--- src/core/fieldbus_slave_pkg.sv ---
// fieldbus slave processing: register map, field positions, call kinds and timing constants
// assumes a 250 MHz system clock; all counts but STROBE_CYC are derived from the times below
package fieldbus_slave_pkg;
  // clock
  localparam int CLK_PERIOD_PS = 4000;
  // register byte offsets
  localparam logic [7:0] CFG_OFFS = 8'h00;
  localparam logic [7:0] IOCFG_OFFS = 8'h04;
  localparam logic [7:0] STATUS_OFFS = 8'h08;
  // configuration register fields
  localparam int CFG_MASTER_FLAG = 0;
  localparam int CFG_REPEATER_FLAG = 1;
  localparam int CFG_BIDIR_PARAM = 2;
  localparam int CFG_MUX_MODE = 3;
  localparam int CFG_INVERT_ALL = 4;
  localparam int CFG_FILTER_EN = 5;
  localparam int CFG_FILTER_P2 = 6;
  localparam int CFG_CYCLE_MODE = 7;
  localparam int CFG_SYNC_MODE = 8;
  localparam int CFG_EXT_ADDR = 9;
  localparam int CFG_EXT_FOUR_OUT = 10;
  localparam int CFG_HALF_WD_EN = 11;
  localparam int CFG_SAFETY = 12;
  localparam int CFG_COMM_WD_EN = 13;
  localparam int CFG_COMM_WD_P0 = 14;
  localparam int CFG_PROG_LOCK = 15;
  localparam int CFG_ID1_PROTECT = 16;
  localparam int CFG_AUX_KEEP = 17;
  localparam int CFG_FILTER_SEL = 18;
  localparam int CFG_FILTER_SEL_W = 3;
  localparam logic [31:0] CFG_RESET = 32'h0000_0000;
  // io configuration register fields
  localparam int IOCFG_INVERT = 0;
  localparam int IOCFG_FILTER = 4;
  localparam int IOCFG_FIXED_MASK = 8;
  localparam int IOCFG_FIXED_LEVEL = 12;
  localparam logic [15:0] IOCFG_RESET = 16'h0000;
  // status register fields
  localparam int ST_SLAVE = 0;
  localparam int ST_AUX = 1;
  localparam int ST_AUX_CMOS = 2;
  localparam int ST_NO_EXCH = 3;
  localparam int ST_HALF_EXP = 4;
  localparam int ST_DATA_OUT = 8;
  localparam int ST_SEND = 12;
  localparam int ST_ID1 = 16;
  localparam int ST_PARAM = 20;
  // call kinds decoded upstream
  localparam logic [2:0] KIND_DATA = 3'h0;
  localparam logic [2:0] KIND_PARAM = 3'h1;
  localparam logic [2:0] KIND_ID1 = 3'h2;
  localparam logic [2:0] KIND_PROG = 3'h3;
  // request bit positions
  localparam int HALF_SEL_BIT = 2;
  localparam int REQ_BIT_THREE = 3;
  // axi responses
  localparam logic [1:0] RESP_OKAY = 2'h0;
  localparam logic [1:0] RESP_SLVERR = 2'h2;
  // times, then cycle counts
  localparam longint FILTER_BASE_NS = 128000;
  localparam longint HALF_WD_NS = 327000000;
  localparam longint COMM_MON_NS = 41000000;
  localparam int FILTER_BASE_CYC = int'(FILTER_BASE_NS * 1000 / CLK_PERIOD_PS);
  localparam int HALF_WD_CYC = int'(HALF_WD_NS * 1000 / CLK_PERIOD_PS);
  localparam int COMM_MON_CYC = int'(COMM_MON_NS * 1000 / CLK_PERIOD_PS);
  localparam logic [7:0] STROBE_CYC = 8'h08;
  // port sequencer states
  typedef enum logic [1:0] {IDLE, DATA_WIN, PARAM_WIN} seq_t;
endpackage

--- src/core/fieldbus_slave.sv ---
// fieldbus slave i/o processing: data and parameter ports, filters, sync i/o, watchdogs
// assumes an upstream receiver that delivers decoded calls as one-cycle pulses on tel_*
// and an encoder whose manchester output arrives on aux_tx_code; registers over axi4-lite
//
// Implementation choices: the register offsets and the AXI4-Lite slave port.
`timescale 1ns/100ps
module fieldbus_slave #(
  parameter int FILTER_BASE_CYC = fieldbus_slave_pkg::FILTER_BASE_CYC,
  parameter int HALF_WD_CYC = fieldbus_slave_pkg::HALF_WD_CYC,
  parameter int COMM_MON_CYC = fieldbus_slave_pkg::COMM_MON_CYC
) (
  // clock and reset
  input wire logic aclk,
  input wire logic aresetn,
  // axi4-lite register bus
  input wire logic [7:0] awaddr,
  input wire logic awvalid,
  output logic awready,
  input wire logic [31:0] wdata,
  input wire logic [3:0] wstrb,
  input wire logic wvalid,
  output logic wready,
  output logic [1:0] bresp,
  output logic bvalid,
  input wire logic bready,
  input wire logic [7:0] araddr,
  input wire logic arvalid,
  output logic arready,
  output logic [31:0] rdata,
  output logic [1:0] rresp,
  output logic rvalid,
  input wire logic rready,
  // decoded calls and reply
  input wire logic tel_valid,
  input wire logic [2:0] tel_kind,
  input wire logic [4:0] tel_addr,
  input wire logic [4:0] tel_info,
  input wire logic tel_to_me,
  output logic resp_valid,
  output logic [3:0] resp_info,
  output logic prog_mode_req,
  // auxiliary addressing channel
  input wire logic aux_addressing_input_cmos,
  input wire logic aux_addressing_input_photo,
  input wire logic magic_seq_seen,
  input wire logic aux_tx_code,
  output logic aux_rx_data,
  output logic status_lamp_one,
  // data port
  input wire logic [3:0] data_in,
  output logic [3:0] data_out,
  output logic data_out_en,
  output logic data_strobe,
  // parameter port
  input wire logic [3:0] param_in,
  output logic [3:0] param_out,
  output logic param_oe_n,
  output logic param_strobe
);
  typedef struct packed {
    logic awready;
    logic wready;
    logic [7:0] awaddr;
    logic [31:0] wdata;
    logic [3:0] wstrb;
    logic bvalid;
    logic [1:0] bresp;
    logic arready;
    logic rvalid;
    logic [31:0] rdata;
    logic [1:0] rresp;
    logic [31:0] cfg;
    logic [15:0] iocfg;
    logic init;
    logic slave_active;
    logic aux_active;
    logic aux_cmos;
    logic cmos_q;
    logic photo_q;
    logic aux_rx;
    logic lamp;
    fieldbus_slave_pkg::seq_t seq;
    logic [7:0] win_cnt;
    logic [3:0] data_out;
    logic data_en;
    logic data_strobe;
    logic [3:0] param_out;
    logic param_oe_n;
    logic param_strobe;
    logic [3:0] send_reg;
    logic resp_valid;
    logic [3:0] resp_info;
    logic [3:0] pend_out;
    logic pend_valid;
    logic [4:0] last_addr;
    logic [31:0] cyc_cnt;
    logic [31:0] cyc_meas;
    logic prev_half;
    logic [31:0] half_cnt;
    logic half_exp;
    logic [31:0] mon_cnt;
    logic no_exch;
    logic soft_rst;
    logic [3:0] id1;
    logic prog_req;
  } state_t;
  state_t s_reg;
  state_t s_next;
  logic [3:0] filt;
  logic [3:0] filt_mask;
  logic [31:0] filt_dur;
  logic filt_on;

  // reset image: bus ready, ports driven low, init pending
  function automatic state_t reset_state();
    state_t r;
    r = '0;
    r.awready = 1'b1;
    r.wready = 1'b1;
    r.arready = 1'b1;
    r.cfg = fieldbus_slave_pkg::CFG_RESET;
    r.iocfg = fieldbus_slave_pkg::IOCFG_RESET;
    r.init = 1'b1;
    r.data_en = 1'b1;
    r.seq = fieldbus_slave_pkg::IDLE;
    return r;
  endfunction

  // byte-lane merge for register writes
  function automatic logic [31:0] merge(input logic [31:0] old, input logic [31:0] nw, input logic [3:0] strb);
    logic [31:0] m;
    m = old;
    for (int b = 0; b < 4; b++)
      if (strb[b])
        m[b*8 +: 8] = nw[b*8 +: 8];
    return m;
  endfunction

  // fixed levels override the selected output bits
  function automatic logic [3:0] fixed(input logic [3:0] d, input logic [15:0] io);
    logic [3:0] msk;
    msk = io[fieldbus_slave_pkg::IOCFG_FIXED_MASK +: 4];
    return (d & ~msk) | (io[fieldbus_slave_pkg::IOCFG_FIXED_LEVEL +: 4] & msk);
  endfunction

  // new output nibble from a data request
  function automatic logic [3:0] next_out(input logic [4:0] info, input logic [3:0] old, input logic [31:0] c);
    logic [3:0] o;
    o = info[3:0];
    if (c[fieldbus_slave_pkg::CFG_EXT_ADDR])
    begin
      o = {old[3], info[2:0]};
      if (c[fieldbus_slave_pkg::CFG_EXT_FOUR_OUT])
        o = info[fieldbus_slave_pkg::HALF_SEL_BIT] ? {info[1:0], old[1:0]} : {old[3:2], info[1:0]};
    end
    return o;
  endfunction

  // filter control; safety mode keeps the delaying path out
  always_comb
  begin
    filt_on = (s_reg.cfg[fieldbus_slave_pkg::CFG_FILTER_EN]
      || (s_reg.cfg[fieldbus_slave_pkg::CFG_FILTER_P2] && s_reg.param_out[2]))
      && !s_reg.cfg[fieldbus_slave_pkg::CFG_SAFETY];
    filt_mask = filt_on ? s_reg.iocfg[fieldbus_slave_pkg::IOCFG_FILTER +: 4] : 4'h0;
    if (s_reg.cfg[fieldbus_slave_pkg::CFG_FILTER_SEL +: 3] == 3'h0)
      filt_mask = 4'h0;
    filt_dur = 32'(FILTER_BASE_CYC) << (s_reg.cfg[fieldbus_slave_pkg::CFG_FILTER_SEL +: 3] - 3'h1);
    if (s_reg.cfg[fieldbus_slave_pkg::CFG_CYCLE_MODE] && s_reg.cyc_meas != 32'h0000_0000)
      filt_dur = s_reg.cyc_meas;
  end

  input_debounce #(
    .W(4)
  ) u_debounce (
    .aclk(aclk),
    .rst_n(aresetn && !s_reg.soft_rst),
    .enable(filt_mask),
    .duration(filt_dur),
    .raw(data_in),
    .filt(filt)
  );

  // next-state logic
  always_comb
  begin
    logic mine;
    logic sync_on;
    logic sync_evt;
    logic wd_on;
    logic pend_now;
    logic [3:0] pend_val;
    logic [3:0] sampled;
    s_next = s_reg;
    mine = tel_valid && tel_to_me && s_reg.slave_active && s_reg.seq == fieldbus_slave_pkg::IDLE;
    sync_on = s_reg.cfg[fieldbus_slave_pkg::CFG_SYNC_MODE] && !s_reg.cfg[fieldbus_slave_pkg::CFG_SAFETY];
    sync_evt = tel_valid && tel_kind == fieldbus_slave_pkg::KIND_DATA && tel_addr < s_reg.last_addr;
    wd_on = s_reg.cfg[fieldbus_slave_pkg::CFG_COMM_WD_EN]
      && (!s_reg.cfg[fieldbus_slave_pkg::CFG_COMM_WD_P0] || s_reg.param_out[0]);
    sampled = filt ^ (s_reg.cfg[fieldbus_slave_pkg::CFG_INVERT_ALL] ? 4'hF
      : s_reg.iocfg[fieldbus_slave_pkg::IOCFG_INVERT +: 4]);
    pend_now = s_reg.pend_valid;
    pend_val = s_reg.pend_out;
    s_next.resp_valid = 1'b0;
    s_next.prog_req = 1'b0;
    s_next.soft_rst = 1'b0;
    s_next.init = 1'b0;

    // axi write: address and data in either order, answer once both are held
    if (awvalid && s_reg.awready)
    begin
      s_next.awaddr = awaddr;
      s_next.awready = 1'b0;
    end
    if (wvalid && s_reg.wready)
    begin
      s_next.wdata = wdata;
      s_next.wstrb = wstrb;
      s_next.wready = 1'b0;
    end
    if (!s_reg.awready && !s_reg.wready && !s_reg.bvalid)
    begin
      s_next.bvalid = 1'b1;
      s_next.bresp = fieldbus_slave_pkg::RESP_OKAY;
      if (s_reg.awaddr == fieldbus_slave_pkg::CFG_OFFS)
        s_next.cfg = merge(s_reg.cfg, s_reg.wdata, s_reg.wstrb);
      else if (s_reg.awaddr == fieldbus_slave_pkg::IOCFG_OFFS)
        s_next.iocfg = 16'(merge({16'h0000, s_reg.iocfg}, s_reg.wdata, s_reg.wstrb));
      else
        s_next.bresp = fieldbus_slave_pkg::RESP_SLVERR;
    end
    if (s_reg.bvalid && bready)
    begin
      s_next.bvalid = 1'b0;
      s_next.awready = 1'b1;
      s_next.wready = 1'b1;
    end

    // axi read: one word, unmapped reads zero with slverr
    if (arvalid && s_reg.arready)
    begin
      s_next.arready = 1'b0;
      s_next.rvalid = 1'b1;
      s_next.rresp = fieldbus_slave_pkg::RESP_OKAY;
      s_next.rdata = 32'h0000_0000;
      if (araddr == fieldbus_slave_pkg::CFG_OFFS)
        s_next.rdata = s_reg.cfg;
      else if (araddr == fieldbus_slave_pkg::IOCFG_OFFS)
        s_next.rdata = {16'h0000, s_reg.iocfg};
      else if (araddr == fieldbus_slave_pkg::STATUS_OFFS)
      begin
        s_next.rdata[fieldbus_slave_pkg::ST_SLAVE] = s_reg.slave_active;
        s_next.rdata[fieldbus_slave_pkg::ST_AUX] = s_reg.aux_active;
        s_next.rdata[fieldbus_slave_pkg::ST_AUX_CMOS] = s_reg.aux_cmos;
        s_next.rdata[fieldbus_slave_pkg::ST_NO_EXCH] = s_reg.no_exch;
        s_next.rdata[fieldbus_slave_pkg::ST_HALF_EXP] = s_reg.half_exp;
        s_next.rdata[fieldbus_slave_pkg::ST_DATA_OUT +: 4] = s_reg.data_out;
        s_next.rdata[fieldbus_slave_pkg::ST_SEND +: 4] = s_reg.send_reg;
        s_next.rdata[fieldbus_slave_pkg::ST_ID1 +: 4] = s_reg.id1;
        s_next.rdata[fieldbus_slave_pkg::ST_PARAM +: 4] = s_reg.param_out;
      end
      else
        s_next.rresp = fieldbus_slave_pkg::RESP_SLVERR;
    end
    if (s_reg.rvalid && rready)
    begin
      s_next.rvalid = 1'b0;
      s_next.arready = 1'b1;
    end

    // mode flags are taken once per initialisation; later writes wait for the next one
    if (s_reg.init)
      s_next.slave_active = !s_reg.cfg[fieldbus_slave_pkg::CFG_MASTER_FLAG]
        && !s_reg.cfg[fieldbus_slave_pkg::CFG_REPEATER_FLAG];

    // aux channel: follow whichever input last toggled, cmos wins a tie
    s_next.cmos_q = aux_addressing_input_cmos;
    s_next.photo_q = aux_addressing_input_photo;
    if (aux_addressing_input_cmos != s_reg.cmos_q)
      s_next.aux_cmos = 1'b1;
    else if (aux_addressing_input_photo != s_reg.photo_q)
      s_next.aux_cmos = 1'b0;
    s_next.aux_rx = s_reg.aux_cmos ? s_reg.cmos_q : s_reg.photo_q;
    if (magic_seq_seen && s_reg.slave_active)
      s_next.aux_active = 1'b1;
    s_next.lamp = s_reg.aux_active ? !aux_tx_code : s_reg.no_exch;

    // address tracking and polling cycle measurement
    s_next.cyc_cnt = s_reg.cyc_cnt + 32'h0000_0001;
    if (tel_valid && tel_kind == fieldbus_slave_pkg::KIND_DATA)
      s_next.last_addr = tel_addr;
    if (sync_evt)
    begin
      s_next.cyc_meas = s_reg.cyc_cnt;
      s_next.cyc_cnt = 32'h0000_0000;
    end

    // half-select watchdog, outputs fall to their fixed image on expiry
    if (s_reg.cfg[fieldbus_slave_pkg::CFG_EXT_ADDR] && s_reg.cfg[fieldbus_slave_pkg::CFG_EXT_FOUR_OUT]
      && s_reg.cfg[fieldbus_slave_pkg::CFG_HALF_WD_EN])
    begin
      s_next.half_cnt = s_reg.half_cnt + 32'h0000_0001;
      if (s_reg.half_cnt + 32'h0000_0001 >= 32'(HALF_WD_CYC) && !s_reg.half_exp)
      begin
        s_next.half_exp = 1'b1;
        s_next.data_out = fixed(4'h0, s_reg.iocfg);
      end
    end
    else
      s_next.half_cnt = 32'h0000_0000;

    // communication monitor
    s_next.mon_cnt = s_reg.mon_cnt + 32'h0000_0001;
    if (s_reg.mon_cnt + 32'h0000_0001 >= 32'(COMM_MON_CYC))
    begin
      s_next.mon_cnt = 32'h0000_0000;
      s_next.no_exch = 1'b1;
      if (wd_on)
        s_next.soft_rst = 1'b1;
    end

    // calls addressed to this slave
    if (mine && (tel_kind == fieldbus_slave_pkg::KIND_DATA || tel_kind == fieldbus_slave_pkg::KIND_PARAM))
    begin
      s_next.mon_cnt = 32'h0000_0000;
      s_next.no_exch = 1'b0;
    end
    if (mine && tel_kind == fieldbus_slave_pkg::KIND_DATA)
    begin
      if (tel_info[fieldbus_slave_pkg::HALF_SEL_BIT] != s_reg.prev_half)
      begin
        s_next.half_cnt = 32'h0000_0000;
        s_next.half_exp = 1'b0;
      end
      s_next.prev_half = tel_info[fieldbus_slave_pkg::HALF_SEL_BIT];
      if (sync_on)
      begin
        pend_now = 1'b1;
        pend_val = fixed(next_out(tel_info, s_reg.data_out, s_reg.cfg), s_reg.iocfg);
        s_next.resp_valid = 1'b1;
        s_next.resp_info = s_reg.send_reg;
      end
      else
      begin
        s_next.data_out = fixed(next_out(tel_info, s_reg.data_out, s_reg.cfg), s_reg.iocfg);
        s_next.seq = fieldbus_slave_pkg::DATA_WIN;
        s_next.win_cnt = fieldbus_slave_pkg::STROBE_CYC;
        s_next.data_strobe = 1'b1;
        s_next.data_en = 1'b1;
      end
    end
    if (sync_on && sync_evt && pend_now && s_reg.seq == fieldbus_slave_pkg::IDLE)
    begin
      s_next.data_out = pend_val;
      s_next.pend_valid = 1'b0;
      s_next.seq = fieldbus_slave_pkg::DATA_WIN;
      s_next.win_cnt = fieldbus_slave_pkg::STROBE_CYC;
      s_next.data_strobe = 1'b1;
      s_next.data_en = 1'b1;
    end
    else
    begin
      s_next.pend_valid = pend_now;
      s_next.pend_out = pend_val;
    end
    if (mine && tel_kind == fieldbus_slave_pkg::KIND_PARAM)
    begin
      s_next.param_out = s_reg.cfg[fieldbus_slave_pkg::CFG_EXT_ADDR] ? {s_reg.param_out[3], tel_info[2:0]}
        : tel_info[3:0];
      s_next.seq = fieldbus_slave_pkg::PARAM_WIN;
      s_next.win_cnt = fieldbus_slave_pkg::STROBE_CYC;
      s_next.param_strobe = 1'b1;
      s_next.param_oe_n = 1'b0;
    end
    if (mine && tel_kind == fieldbus_slave_pkg::KIND_ID1)
    begin
      if (!s_reg.cfg[fieldbus_slave_pkg::CFG_ID1_PROTECT])
        s_next.id1 = tel_info[3:0];
      s_next.resp_valid = 1'b1;
      s_next.resp_info = 4'h0;
    end
    if (mine && tel_kind == fieldbus_slave_pkg::KIND_PROG && !s_reg.cfg[fieldbus_slave_pkg::CFG_PROG_LOCK])
      s_next.prog_req = 1'b1;

    // strobe windows: outputs change at the start, inputs are sampled at the end
    unique case (s_reg.seq)
      fieldbus_slave_pkg::IDLE:
      begin
        if (s_next.seq == fieldbus_slave_pkg::IDLE && s_reg.cfg[fieldbus_slave_pkg::CFG_MUX_MODE])
          s_next.data_en = 1'b0;
        else if (s_next.seq == fieldbus_slave_pkg::IDLE)
          s_next.data_en = 1'b1;
      end
      fieldbus_slave_pkg::DATA_WIN:
      begin
        s_next.win_cnt = s_reg.win_cnt - 8'h01;
        if (s_reg.win_cnt == 8'h01)
        begin
          s_next.seq = fieldbus_slave_pkg::IDLE;
          s_next.data_strobe = 1'b0;
          s_next.send_reg = sampled;
          if (!sync_on)
          begin
            s_next.resp_valid = 1'b1;
            s_next.resp_info = sampled;
          end
        end
      end
      fieldbus_slave_pkg::PARAM_WIN:
      begin
        s_next.win_cnt = s_reg.win_cnt - 8'h01;
        // the bidirectional port lets go after the first five cycles, for the last three, for the outside to answer
        if (s_reg.cfg[fieldbus_slave_pkg::CFG_BIDIR_PARAM] && s_reg.win_cnt <= (fieldbus_slave_pkg::STROBE_CYC >> 1))
          s_next.param_oe_n = 1'b1;
        if (s_reg.win_cnt == 8'h01)
        begin
          s_next.seq = fieldbus_slave_pkg::IDLE;
          s_next.param_strobe = 1'b0;
          s_next.param_oe_n = 1'b0;
          s_next.resp_valid = 1'b1;
          s_next.resp_info = s_reg.cfg[fieldbus_slave_pkg::CFG_BIDIR_PARAM] ? param_in : s_reg.param_out;
        end
      end
    endcase

    // watchdog reset restarts everything but the configuration, the axi channel state and, if kept, the aux mode
    if (s_reg.soft_rst)
    begin
      s_next = reset_state();
      s_next.cfg = s_reg.cfg;
      s_next.iocfg = s_reg.iocfg;
      s_next.aux_active = s_reg.aux_active && s_reg.cfg[fieldbus_slave_pkg::CFG_AUX_KEEP];
      s_next.awready = s_reg.awready;
      s_next.wready = s_reg.wready;
      s_next.awaddr = s_reg.awaddr;
      s_next.wdata = s_reg.wdata;
      s_next.wstrb = s_reg.wstrb;
      s_next.bvalid = s_reg.bvalid;
      s_next.bresp = s_reg.bresp;
      s_next.arready = s_reg.arready;
      s_next.rvalid = s_reg.rvalid;
      s_next.rdata = s_reg.rdata;
      s_next.rresp = s_reg.rresp;
    end
  end

  // state register; the ic reset also drops aux mode
  always_ff @(posedge aclk)
  begin
    if (!aresetn)
      s_reg <= reset_state();
    else
      s_reg <= s_next;
  end

  // outputs straight from the state register
  assign awready = s_reg.awready;
  assign wready = s_reg.wready;
  assign bvalid = s_reg.bvalid;
  assign bresp = s_reg.bresp;
  assign arready = s_reg.arready;
  assign rvalid = s_reg.rvalid;
  assign rdata = s_reg.rdata;
  assign rresp = s_reg.rresp;
  assign resp_valid = s_reg.resp_valid;
  assign resp_info = s_reg.resp_info;
  assign prog_mode_req = s_reg.prog_req;
  assign aux_rx_data = s_reg.aux_rx;
  assign status_lamp_one = s_reg.lamp;
  assign data_out = s_reg.data_out;
  assign data_out_en = s_reg.data_en;
  assign data_strobe = s_reg.data_strobe;
  assign param_out = s_reg.param_out;
  assign param_oe_n = s_reg.param_oe_n;
  assign param_strobe = s_reg.param_strobe;
endmodule

--- src/core/input_debounce.sv ---
// per-bit debounce filter for the data inputs
// assumes raw inputs are synchronous to aclk; duration is held steady by the caller
`timescale 1ns/100ps
module input_debounce #(
  parameter int W = 4
) (
  // clock and reset
  input wire logic aclk,
  input wire logic rst_n,
  // control
  input wire logic [W-1:0] enable,
  input wire logic [31:0] duration,
  // data
  input wire logic [W-1:0] raw,
  output logic [W-1:0] filt
);
  typedef struct packed {
    logic [W-1:0] level;
    logic [W-1:0][31:0] cnt;
  } deb_t;
  deb_t deb_reg;
  deb_t deb_next;

  // an enabled bit follows its raw level only after it has differed for the whole duration
  always_comb
  begin
    deb_next = deb_reg;
    for (int i = 0; i < W; i++)
    begin
      if (!enable[i] || raw[i] == deb_reg.level[i])
      begin
        deb_next.cnt[i] = 32'h0000_0000;
        deb_next.level[i] = raw[i];
      end
      else if (deb_reg.cnt[i] + 32'h0000_0001 >= duration)
      begin
        deb_next.cnt[i] = 32'h0000_0000;
        deb_next.level[i] = raw[i];
      end
      else
        deb_next.cnt[i] = deb_reg.cnt[i] + 32'h0000_0001;
    end
  end

  // state register
  always_ff @(posedge aclk)
  begin
    if (!rst_n)
      deb_reg <= '0;
    else
      deb_reg <= deb_next;
  end

  assign filt = deb_reg.level;
endmodule

--- config.mk ---
export PLATFORM = sky130hd
export DESIGN_NAME = fieldbus_slave
export DESIGN_NICKNAME = d
export VERILOG_FILES = /design/src/core/fieldbus_slave_pkg.sv /design/src/core/fieldbus_slave.sv /design/src/core/input_debounce.sv
export SDC_FILE = /design/constraint.sdc
export NUM_CORES = 1
export LEC_CHECK = 0
export BUFFER_PORTS_ARGS = -buffer_cell sky130_fd_sc_hd__buf_2
export CAP_MARGIN = 20
export CORE_MARGIN = 4
export CORE_UTILIZATION = 40
export CTS_CLUSTER_DIAMETER = 200
export CTS_CLUSTER_SIZE = 28
export DETAILED_ROUTE_END_ITERATION = 8
export PLACE_DENSITY = 0.54
export SETUP_SLACK_MARGIN = 0.2
export SLEW_MARGIN = 20
export SYNTH_ARGS = -nofsm -noshare
export SYNTH_HDL_FRONTEND = slang
export SYNTH_SLANG_ARGS = --single-unit
--- constraint.sdc ---
create_clock -name aclk -period 6.4 [get_ports aclk]
set_clock_uncertainty 0.05 [all_clocks]
set_input_delay 0.96 -clock aclk [delete_from_list [all_inputs] [get_ports aclk]]
set_output_delay 0.96 -clock aclk [all_outputs]
set_load 0.01 [all_outputs]
### Word level (Yosys, flattened, before mapping)

Index checks and enable logic that the tools add are counted.

| operators by class | value |
|---|---|
| add/sub/neg operators | 9 |
| magnitude comparators | 8 |
| equality and inequality tests | 17 |
| shift-type cells | 1 |
| multiplexer cells | 90 |
| bitwise gates (word level) | 14 |
| reductions and logical operators | 104 |

Operators by type and width:

| cell | number |
|---|---|
| $add 32x1->32 const B | 7 |
| $mux 186 | 1 |
| $ge 32x32->1 | 4 |
| $mux 32 | 3 |
| $mux 16 | 5 |
| $mux 4 | 20 |
| $mux 34 | 2 |
| $mux 33 | 2 |
| $mux 64 | 1 |
| $mux 5 | 8 |
| $mux 36 | 1 |
| $logic_and 1x1->1 | 35 |
| $ge 32x24->1 const B | 1 |
| $ge 32x27->1 const B | 1 |
| $reduce_bool 32->1 | 1 |
| $shl 15x3->32 const A | 1 |
| $mux 1 | 30 |
| $reduce_and 2->1 | 12 |
| $reduce_or 3->1 | 8 |
| $mux 10 | 2 |
| $mux 2 | 10 |
| $reduce_bool 2->1 | 10 |
| $eq 8x3->1 const B | 2 |
| $logic_not 8->1 | 2 |
| 31 further kinds | 74 |

| storage, ports and cells | value |
|---|---|
| register bits | 451 |
| bits of input ports | 86 |
| output and inout port bits | 61 |
| word-level logic and storage cells | 301 |

### Longest topological paths before layout

Gate-level depths: netlist of the first run.

| depth | value |
|---|---|
| word-level depth | 16 |
| gate-level depth with buffers | 18 |
| mapped depth without buffers | 17 |

### Hierarchy

Synthesis of the first run repeated with hierarchy kept, for this count alone.

| unflattened totals | value |
|---|---|
| cells, all modules | 2746 |
| area, all modules | 23681.5 um2 |

By module, submodules not included:

| module | instances | cells each | area each (um2) | seq. area each (um2) |
|---|---|---|---|---|
| fieldbus_slave | 1 | 1753 | 14956.8 | 6346.1 |
| input_debounce | 1 | 993 | 8724.6 | 2642.5 |

### Least setup slack after synthesis of the first run

OpenSTA, ideal clock, no wires.

| timing | value |
|---|---|
| path kind | register to register |
| start point | register s_reg[220] in the netlist's numbering |
| end point | register u_debounce.deb_reg[10] in the netlist's numbering |
| library setup time | 0.066 ns |
| arrival | 3.613 ns |
| path slack | 2.671 ns |
| cell stages (with the launch flop) | 18 |
| buffers on the path | 2 |
| period minus slack after synthesis | 3.729 ns |
| cell sequence | dfxtp_1 > inv_1 > ha_1 > inv_1 > ha_1 > clkbuf_1 > nor3_1 > a21oi_1 > ha_1 > a21o_1 > a21oi_1 > nor2b_1 > a2111oi_0 > o211a_1 > o31ai_1 > or2_2 > clkbuf_1 > nor2b_1 |

| between the ends | value |
|---|---|
| longest elaborated chain between the ends | 5 |
| elaborated cells between the ends (all ways) | 9 |

Ends and longest elaborated chain:

| element | RTL line | RTL |
|---|---|---|
| from (decl) | fieldbus_slave.sv:107 | `state_t s_reg;` |
| from (signal assigned) | fieldbus_slave.sv:451 | `s_reg <= reset_state();` |
| from (signal assigned) | fieldbus_slave.sv:453 | `s_reg <= s_next;` |
| $sub 3x1->3 / $logic_not 3->1 (equally long branches) | fieldbus_slave.sv:168, fieldbus_slave.sv:166 |  |
| $shl 15x3->32 / $mux 4 (equally long branches) | fieldbus_slave.sv:168, fieldbus_slave.sv:166 |  |
| $mux 32 / $logic_not 1->1 (equally long branches) | fieldbus_slave.sv:169, input_debounce.sv:30 |  |
| $ge 32x32->1 / $logic_or 1x1->1 (equally long branches) | input_debounce.sv:35, input_debounce.sv:30 |  |
| $reduce_or 3->1 (no source line) (*) | n/a |  |
| to (signal assigned) | input_debounce.sv:51 | `deb_reg <= deb_next;` |
| to (decl) | input_debounce.sv:21 | `deb_t deb_reg;` |

Mark *: on every way between the ends. The rest lies on a longest branch, timed or not.
A chain may end at the register's enable or synchronous reset.

### Worst setup path after layout of the first run

| timing | value |
|---|---|
| start point | register s_reg[220] in the netlist's numbering |
| end point | register u_debounce.deb_reg[66] in the netlist's numbering |

The elaborated chain is that of the path after synthesis.

==> results of run 1 <==
## logic make-up (layout without fill, tap and decap cells)
logic type / after synthesis / in the layout / share of synthesized area, %
flip-flops: 449 / 449 / 38.6
buffers and inverters: 199 / 225 / 4.10
other: 1 / 12 / 0.0161
adder cells (fa/ha/maj): 154 / 154 / 8.27
multiplexers: 94 / 94 / 4.09
AO/OA/AOI/OAI: 396 / 396 / 11.6
AND/OR/NAND/NOR: 1155 / 1155 / 25.2
XOR/XNOR: 216 / 216 / 8.12
## report_power, final
part	internal (µW)	switching, µW
Sequential	2840	37.8
Clock	604	923
Combinational	90.0	138
## path summary, 6_finish.rpt
check,endpoint,slack [ps],depth (start not counted)
setup reg to reg,u_debounce.deb_reg[66],1630,15
hold reg to reg,param_oe_n,420,2
hold / removal,param_oe_n,420,2
setup / recovery,u_debounce.deb_reg[66],1630,15
## layout make-up
cell class              instances  area share [%]
multi-input cells            2025            53.8
flip-flops and latches        449            36.1
well taps                     765            3.84
repair buffers                158            3.33
clock buffers                  22            2.12
inverters                      44           0.662
clock inverters                 1           0.120
diodes                          2          0.0201
## per-layer routing
metal,wire length (µm),vias to the layer above,share of wire (%)
li1,-,9226,-
met1,27300,8509,47
met2,27000,324,47
met3,2590,70,4.5
met4,985,12,1.7
met5,76,-,0.13
## cell usage in the layout, fill, tap and decap left out, drive strengths merged, types with 26 or more instances in the layout
master	n
a21boi	83
a21o	58
a21oi	93
and3	45
buf	158
dfxtp	449
ha	154
inv	44
mux2i	87
nand2	280
nand3	155
nand4	58
nor2	281
nor2b	167
nor3	33
nor4	26
o21ai	45
xnor2	111
xor2	105
## through the flow
step | std cells | power (µW) | worst slack [ps] | instance area, µm²
5_1_grt | 3464 | 4820 | 1240 | 24900
3_3_place_gp | 3441 | 3160 | 1810 | 24400
6_report | 3466 | 4630 | 1630 | 24900
3_5_place_dp | 3441 | 3170 | 1710 | 24400
2_1_floorplan | 2673 | 3080 | 2670 | 23300
4_1_cts | 3464 | 4710 | 1670 | 24900
## worst max-delay path: stages (launching register included)
cell and delay, ps:
dfxtp_1 560, inv_1 190, ha_1 270, inv_1 70, ha_1 330, nor3_1 110, a21oi_1 500, ha_1 350
a21o_1 180, a21oi_1 130, nor2b_1 50, a2111oi_0 660, o211a_1 300, o31ai_1 150, or2_2 560, nor2b_1 210
==> flow_summary.json, run 1 <==
{
  "status": "finished clean",
  "worstHoldStart": "param_oe_n",
  "final_nets": 2938,
  "clk_path_buf_depth": 3,
  "critPathLaunchType": "flop",
  "clock_sinks": 449,
  "vias_per_cell": 5.23,
  "clk_latency_ps": 550,
  "wl_per_cell_um": 16.7,
  "hold_path.class": "flop to flop",
  "met1_usage_pct": 23.8,
  "cts_made_buffers": 20,
  "fin_crit_sh_pct": 74.5,
  "die_y_um": 249,
  "ys_seq_elements": 449,
  "async_flop_share_pct": 0,
  "synth_top_cell_by_area": "dfxtp_1",
  "postRouteAntennaNets": 0,
  "finalSetupViolations": 0,
  "synth_cell_type_count": 74,
  "cts_tree": "built",
  "busiest_layer": "met2",
  "grt_pass1_wl_um": 92800,
  "grt_max_degree": 70,
  "grt_remaining_overflow": 0,
  "drt_iter0_drc": 897,
  "p_per_area_nw_per_um2": 186,
  "remaining_drc_errors": 0,
  "syn2layout_area_growth_pct": 7.00,
  "antenna_found_initial": 7,
  "finalCoreUtilization_pct": 43.2,
  "grt_setup_unrepaired": "false",
  "drive_gt1_share_pct": 8.71,
  "netlist_instances": 2664,
  "seqCellArea_um2": 8990,
  "yosysMostFrequentCell": "dfxtp_1",
  "grt_util_met2_pct": 30.5,
  "syn_avg_cell_area_um2": 8.75,
  "synthTopCellsByArea": "dfxtp_1 (39%), ha_1 (8.3%), nand2_1 (4.5%)",
  "cts-root-buf": "clkbuf_16",
  "die_area_um2": 62200,
  "p_leak_uw": 0.00996,
  "maxSlewViolCount": 0,
  "ioPinCount": 147,
  "hold_slack_ps": 419,
  "relSlewSlack_pct": 35.3,
  "vdd_drop_max_mv": 0.146,
  "initial_core_util_pct": 40.4,
  "crit_fanout": 32,
  "yosysTopAreaCellShare_pct": 38.6,
  "ys_warn_count": 0,
  "crit_required_ps": 6850,
  "synth_common_cells": "dfxtp_1 (449), nand2_1 (280), nor2_1 (260), nor2b_1 (167), ha_1 (154)",
  "numPortBuffers": 143,
  "gp_congestion": 0.839,
  "max_freq_ghz": 0.210,
  "arrival_ps": 5220,
  "largest_reg_flops": 258,
  "crit_type": "flop to flop",
  "core_um2": 57700,
  "crit_start": "s_reg[220]",
  "ctsHoldBuffers": 0,
  "rows": 88,
  "ctsResizeCount": 0,
  "dpl.hpwl_um": 43400,
  "synth-edff-count": 0,
  "first_global_vias": 17400,
  "postCtsSetupBuffers": 0,
  "r2r_start": "s_reg[220]",
  "fillCellCount": 5803,
  "fin_setup_tns_ps": 0,
  "first_pass_iters": 5,
  "hold_viol": 0,
  "maxCapViolations": 0,
  "htree_levels": 1,
  "die_w_um": 249,
  "netlist_area_um2": 23300,
  "grt_usage_pct": 17.8,
  "grt.met3_usage_pct": 2.91,
  "synth-main-ff-cell": "dfxtp_1",
  "multiInputGateArea_um2": 13400,
  "max_slew.worst_pin.slew_ps": 966,
  "vias": 18100,
  "seq_area_frac_synth_pct": 38.6,
  "wl_um": 58000,
  "fin_crit_ps": 4770,
  "clk_pin_slew_worst_paths_ps": 110,
  "cp-end-kind": "flop"
}
(Power assumes the default switching activity.)
==> run 2, diff against run 1 <==
--- a/config.mk
+++ b/config.mk
@@ -5,6 +5,7 @@
 export SDC_FILE = /design/constraint.sdc
 export NUM_CORES = 1
 export LEC_CHECK = 0
+export ABC_AREA = 1
 export BUFFER_PORTS_ARGS = -buffer_cell sky130_fd_sc_hd__buf_2
 export CAP_MARGIN = 20
 export CORE_MARGIN = 4
==> constraint.sdc (replaced) <==
create_clock -name aclk -period 4.7 [get_ports aclk]
set_clock_uncertainty 0.05 [all_clocks]
set_input_delay 0.705 -clock aclk [delete_from_list [all_inputs] [get_ports aclk]]
set_output_delay 0.705 -clock aclk [all_outputs]
set_load 0.01 [all_outputs]
==> flow_summary.json, run 2 <==
{
  "postRouteAntennaNets": 0,
  "relSlewSlack_pct": 27.3,
  "cp_cell_sequence": "nand3_1 > nor2_2 > inv_1 > nor2_2 > inv_1 > nor3_4 > nand4_1 > nor2_2 > nand2_2 > or3_4 > xor2_2 > inv_1 > ha_1 > a21oi_1 > nor2_1 > a211oi_1 > o221ai_1 > a21oi_2 > nand4_1 > nor2_2 > inv_1 > buf_12 > nor3_1",
  "comb_power_share_pct": 6.1,
  "crit_family": "simple AND/OR/NAND/NOR gates",
  "cts_tree": "built",
  "die_w_um": 253,
  "grt_usage_pct": 20.4,
  "grt_setup_unrepaired": "false",
  "maxCapViolations": 0,
  "clock_power_share_pct": 32.2,
  "seq_area_frac_synth_pct": 37.3,
  "synth_cell_type_count": 59,
  "hold_slack_ps": 245,
  "core_um2": 59200,
  "grt_max_degree": 84,
  "worst-path-buf-inv": 5,
  "max_slew.worst_pin.slew_ps": 1080,
  "rows": 89,
  "vias_per_cell": 5.09,
  "yosysTopAreaCellShare_pct": 37.3,
  "synth_common_cells": "nand2_1 (532), nor2_1 (523), inv_1 (491), dfxtp_1 (449), a21oi_1 (215)",
  "critPathLaunchType": "flop",
  "drive_gt1_share_pct": 9.70,
  "crit_type": "flop to flop",
  "status": "finished clean",
  "antenna_found_initial": 4,
  "ioPinCount": 147,
  "cts-root-buf": "clkbuf_16",
  "clock_sinks": 449,
  "first_pass_iters": 5,
  "cp-end-kind": "flop",
  "cp_slowest_stage_delay_ps": 360,
  "die_y_um": 253,
  "final_common_cell": "nand2_1",
  "fin_setup_tns_ps": 0,
  "wl_per_cell_um": 15.9,
  "clk_pin_slew_worst_paths_ps": 120,
  "final_nets": 3683,
  "arrival_ps": 4680,
  "p_per_area_nw_per_um2": 243,
  "maxSlewViolCount": 0,
  "die_area_um2": 64200,
  "synthTopCellsByArea": "dfxtp_1 (37%), nand2_1 (8.3%), nor2_1 (8.2%)",
  "wl_um": 67200,
  "fin_crit_sh_pct": 90.1,
  "grt_remaining_overflow": 0,
  "clk_latency_ps": 570,
  "ys_warn_count": 0,
  "crit_fanout": 31,
  "vdd_drop_max_mv": 0.261,
  "fin_total_pwr_uw": 6390,
  "p_leak_uw": 0.0108,
  "initial_core_util_pct": 40.6,
  "vias": 21500,
  "gp_congestion": 0.884,
  "finalCoreUtilization_pct": 44.4,
  "drt_iter0_drc": 1276,
  "dpl.hpwl_um": 51200,
  "cts_made_buffers": 20,
  "largest_reg_flops": 258,
  "fin_crit_ps": 4230,
  "numPortBuffers": 143,
  "p_switching_uw": 1570,
  "p_int_uw": 4820,
  "first_global_vias": 20700,
  "hold_path.class": "input pin to flop",
  "netlist_area_um2": 24100,
  "finalSetupViolations": 0,
  "ys_seq_elements": 449,
  "htree_levels": 1,
  "synth_top_cell_by_area": "dfxtp_1",
  "async_flop_share_pct": 0,
  "critPathSlowestCell": "dfxtp_2",
  "hold_viol": 0,
  "crit_required_ps": 5140,
  "synth-edff-count": 0,
  "grt_pass1_wl_um": 107000,
  "clk_path_buf_depth": 3,
  "remaining_drc_errors": 0,
  "p_sw_share_pct": 24.6,
  "final_cell_mix": "nand2_1 (528), nor2_1 (509), inv_1 (488), dfxtp_1 (445), a21oi_1 (213)",
  "yosysMostFrequentCell": "nand2_1",
  "netlist_instances": 3360,
  "synth-main-ff-cell": "dfxtp_1",
  "seq_power_share_pct": 61.7,
  "syn2layout_area_growth_pct": 9.15,
  "max_freq_ghz": 0.236,
  "syn_avg_cell_area_um2": 7.16
}
==> run 2: area by class of cell <==
class	instances	area, µm²
Fill cell	6184	33000
Timing Repair inverter	1	5.00
Sequential cell	449	8990
Inverter	497	1870
Clock buffer	21	504
Tap cell	773	967
Antenna cell	2	5.00
Clock inverter	2	46.3
Timing Repair Buffer	184	1100
Multi-Input combinational cell	2290	12800
==> run 2: through the flow <==
stage | instance area [µm²] | worst slack (ps) | instances
floorplan | 24100 | 806 | 3369
global placement | 25400 | 296 | 4185
detailed placement | 25400 | 224 | 4185
CTS | 25900 | 204 | 4208
global route | 26300 | 171 | 4217
finish | 26300 | 467 | 4219
==> run 2: timing repair <==
action                                 CTS  global route
pin swaps                                0            19
resized for setup                        1            59
endpoints found under the hold margin    0             0
hold buffers                             0             0
setup buffers                            0             6
gates cloned                             0             2
setup endpoints to repair                3           130
==> run 2: cells by family (layout without fill, tap and decap cells) <==
family	after synthesis	count (layout)	synth area share (%)
simple gates	1438	1438	25.8
buf+inv	630	705	10.6
compound gates	546	546	13.0
flops	449	449	37.3
fa+ha+maj	154	154	8.00
xor+xnor	137	137	4.98
mux	5	5	0.224
other cells	1	12	0.0156
==> run 2: worst paths after layout <==
path,start,endpoint,slack (ps),cells after the start
worst min-delay path,aux_tx_code,status_lamp_one,250,2
worst max-delay path,u_debounce.deb_reg[34],u_debounce.deb_reg[46],470,23
worst max register to register,u_debounce.deb_reg[34],u_debounce.deb_reg[46],470,23
worst min register to register,u_debounce.deb_reg[96],u_debounce.deb_reg[96],400,1
==> run 2: metal layers <==
| layer | GRT usage (%) | vias up | part of all wire, % | wire length [µm] |
|---|---|---|---|---|
| li1 | - | 11000 | - | - |
| met1 | 27.8 | 9900 | 47 | 31500 |
| met2 | 34.6 | 480 | 46 | 30800 |
| met3 | 2.61 | 75 | 5.0 | 3390 |
| met4 | 4.73 | 4 | 2.2 | 1500 |
| met5 | 0 | - | 0.036 | 24 |
==> run 2: power groups by stage <==
stage                     Clock, µW  Sequential [µW]  Combinational [µW]
after floorplan                   0             4010                 266
after global placement            0             4030                 382
after detailed placement          0             4030                 390
after CTS                      2150             3950                 391
after global routing           2270             3960                 439
final                          2060             3950                 389
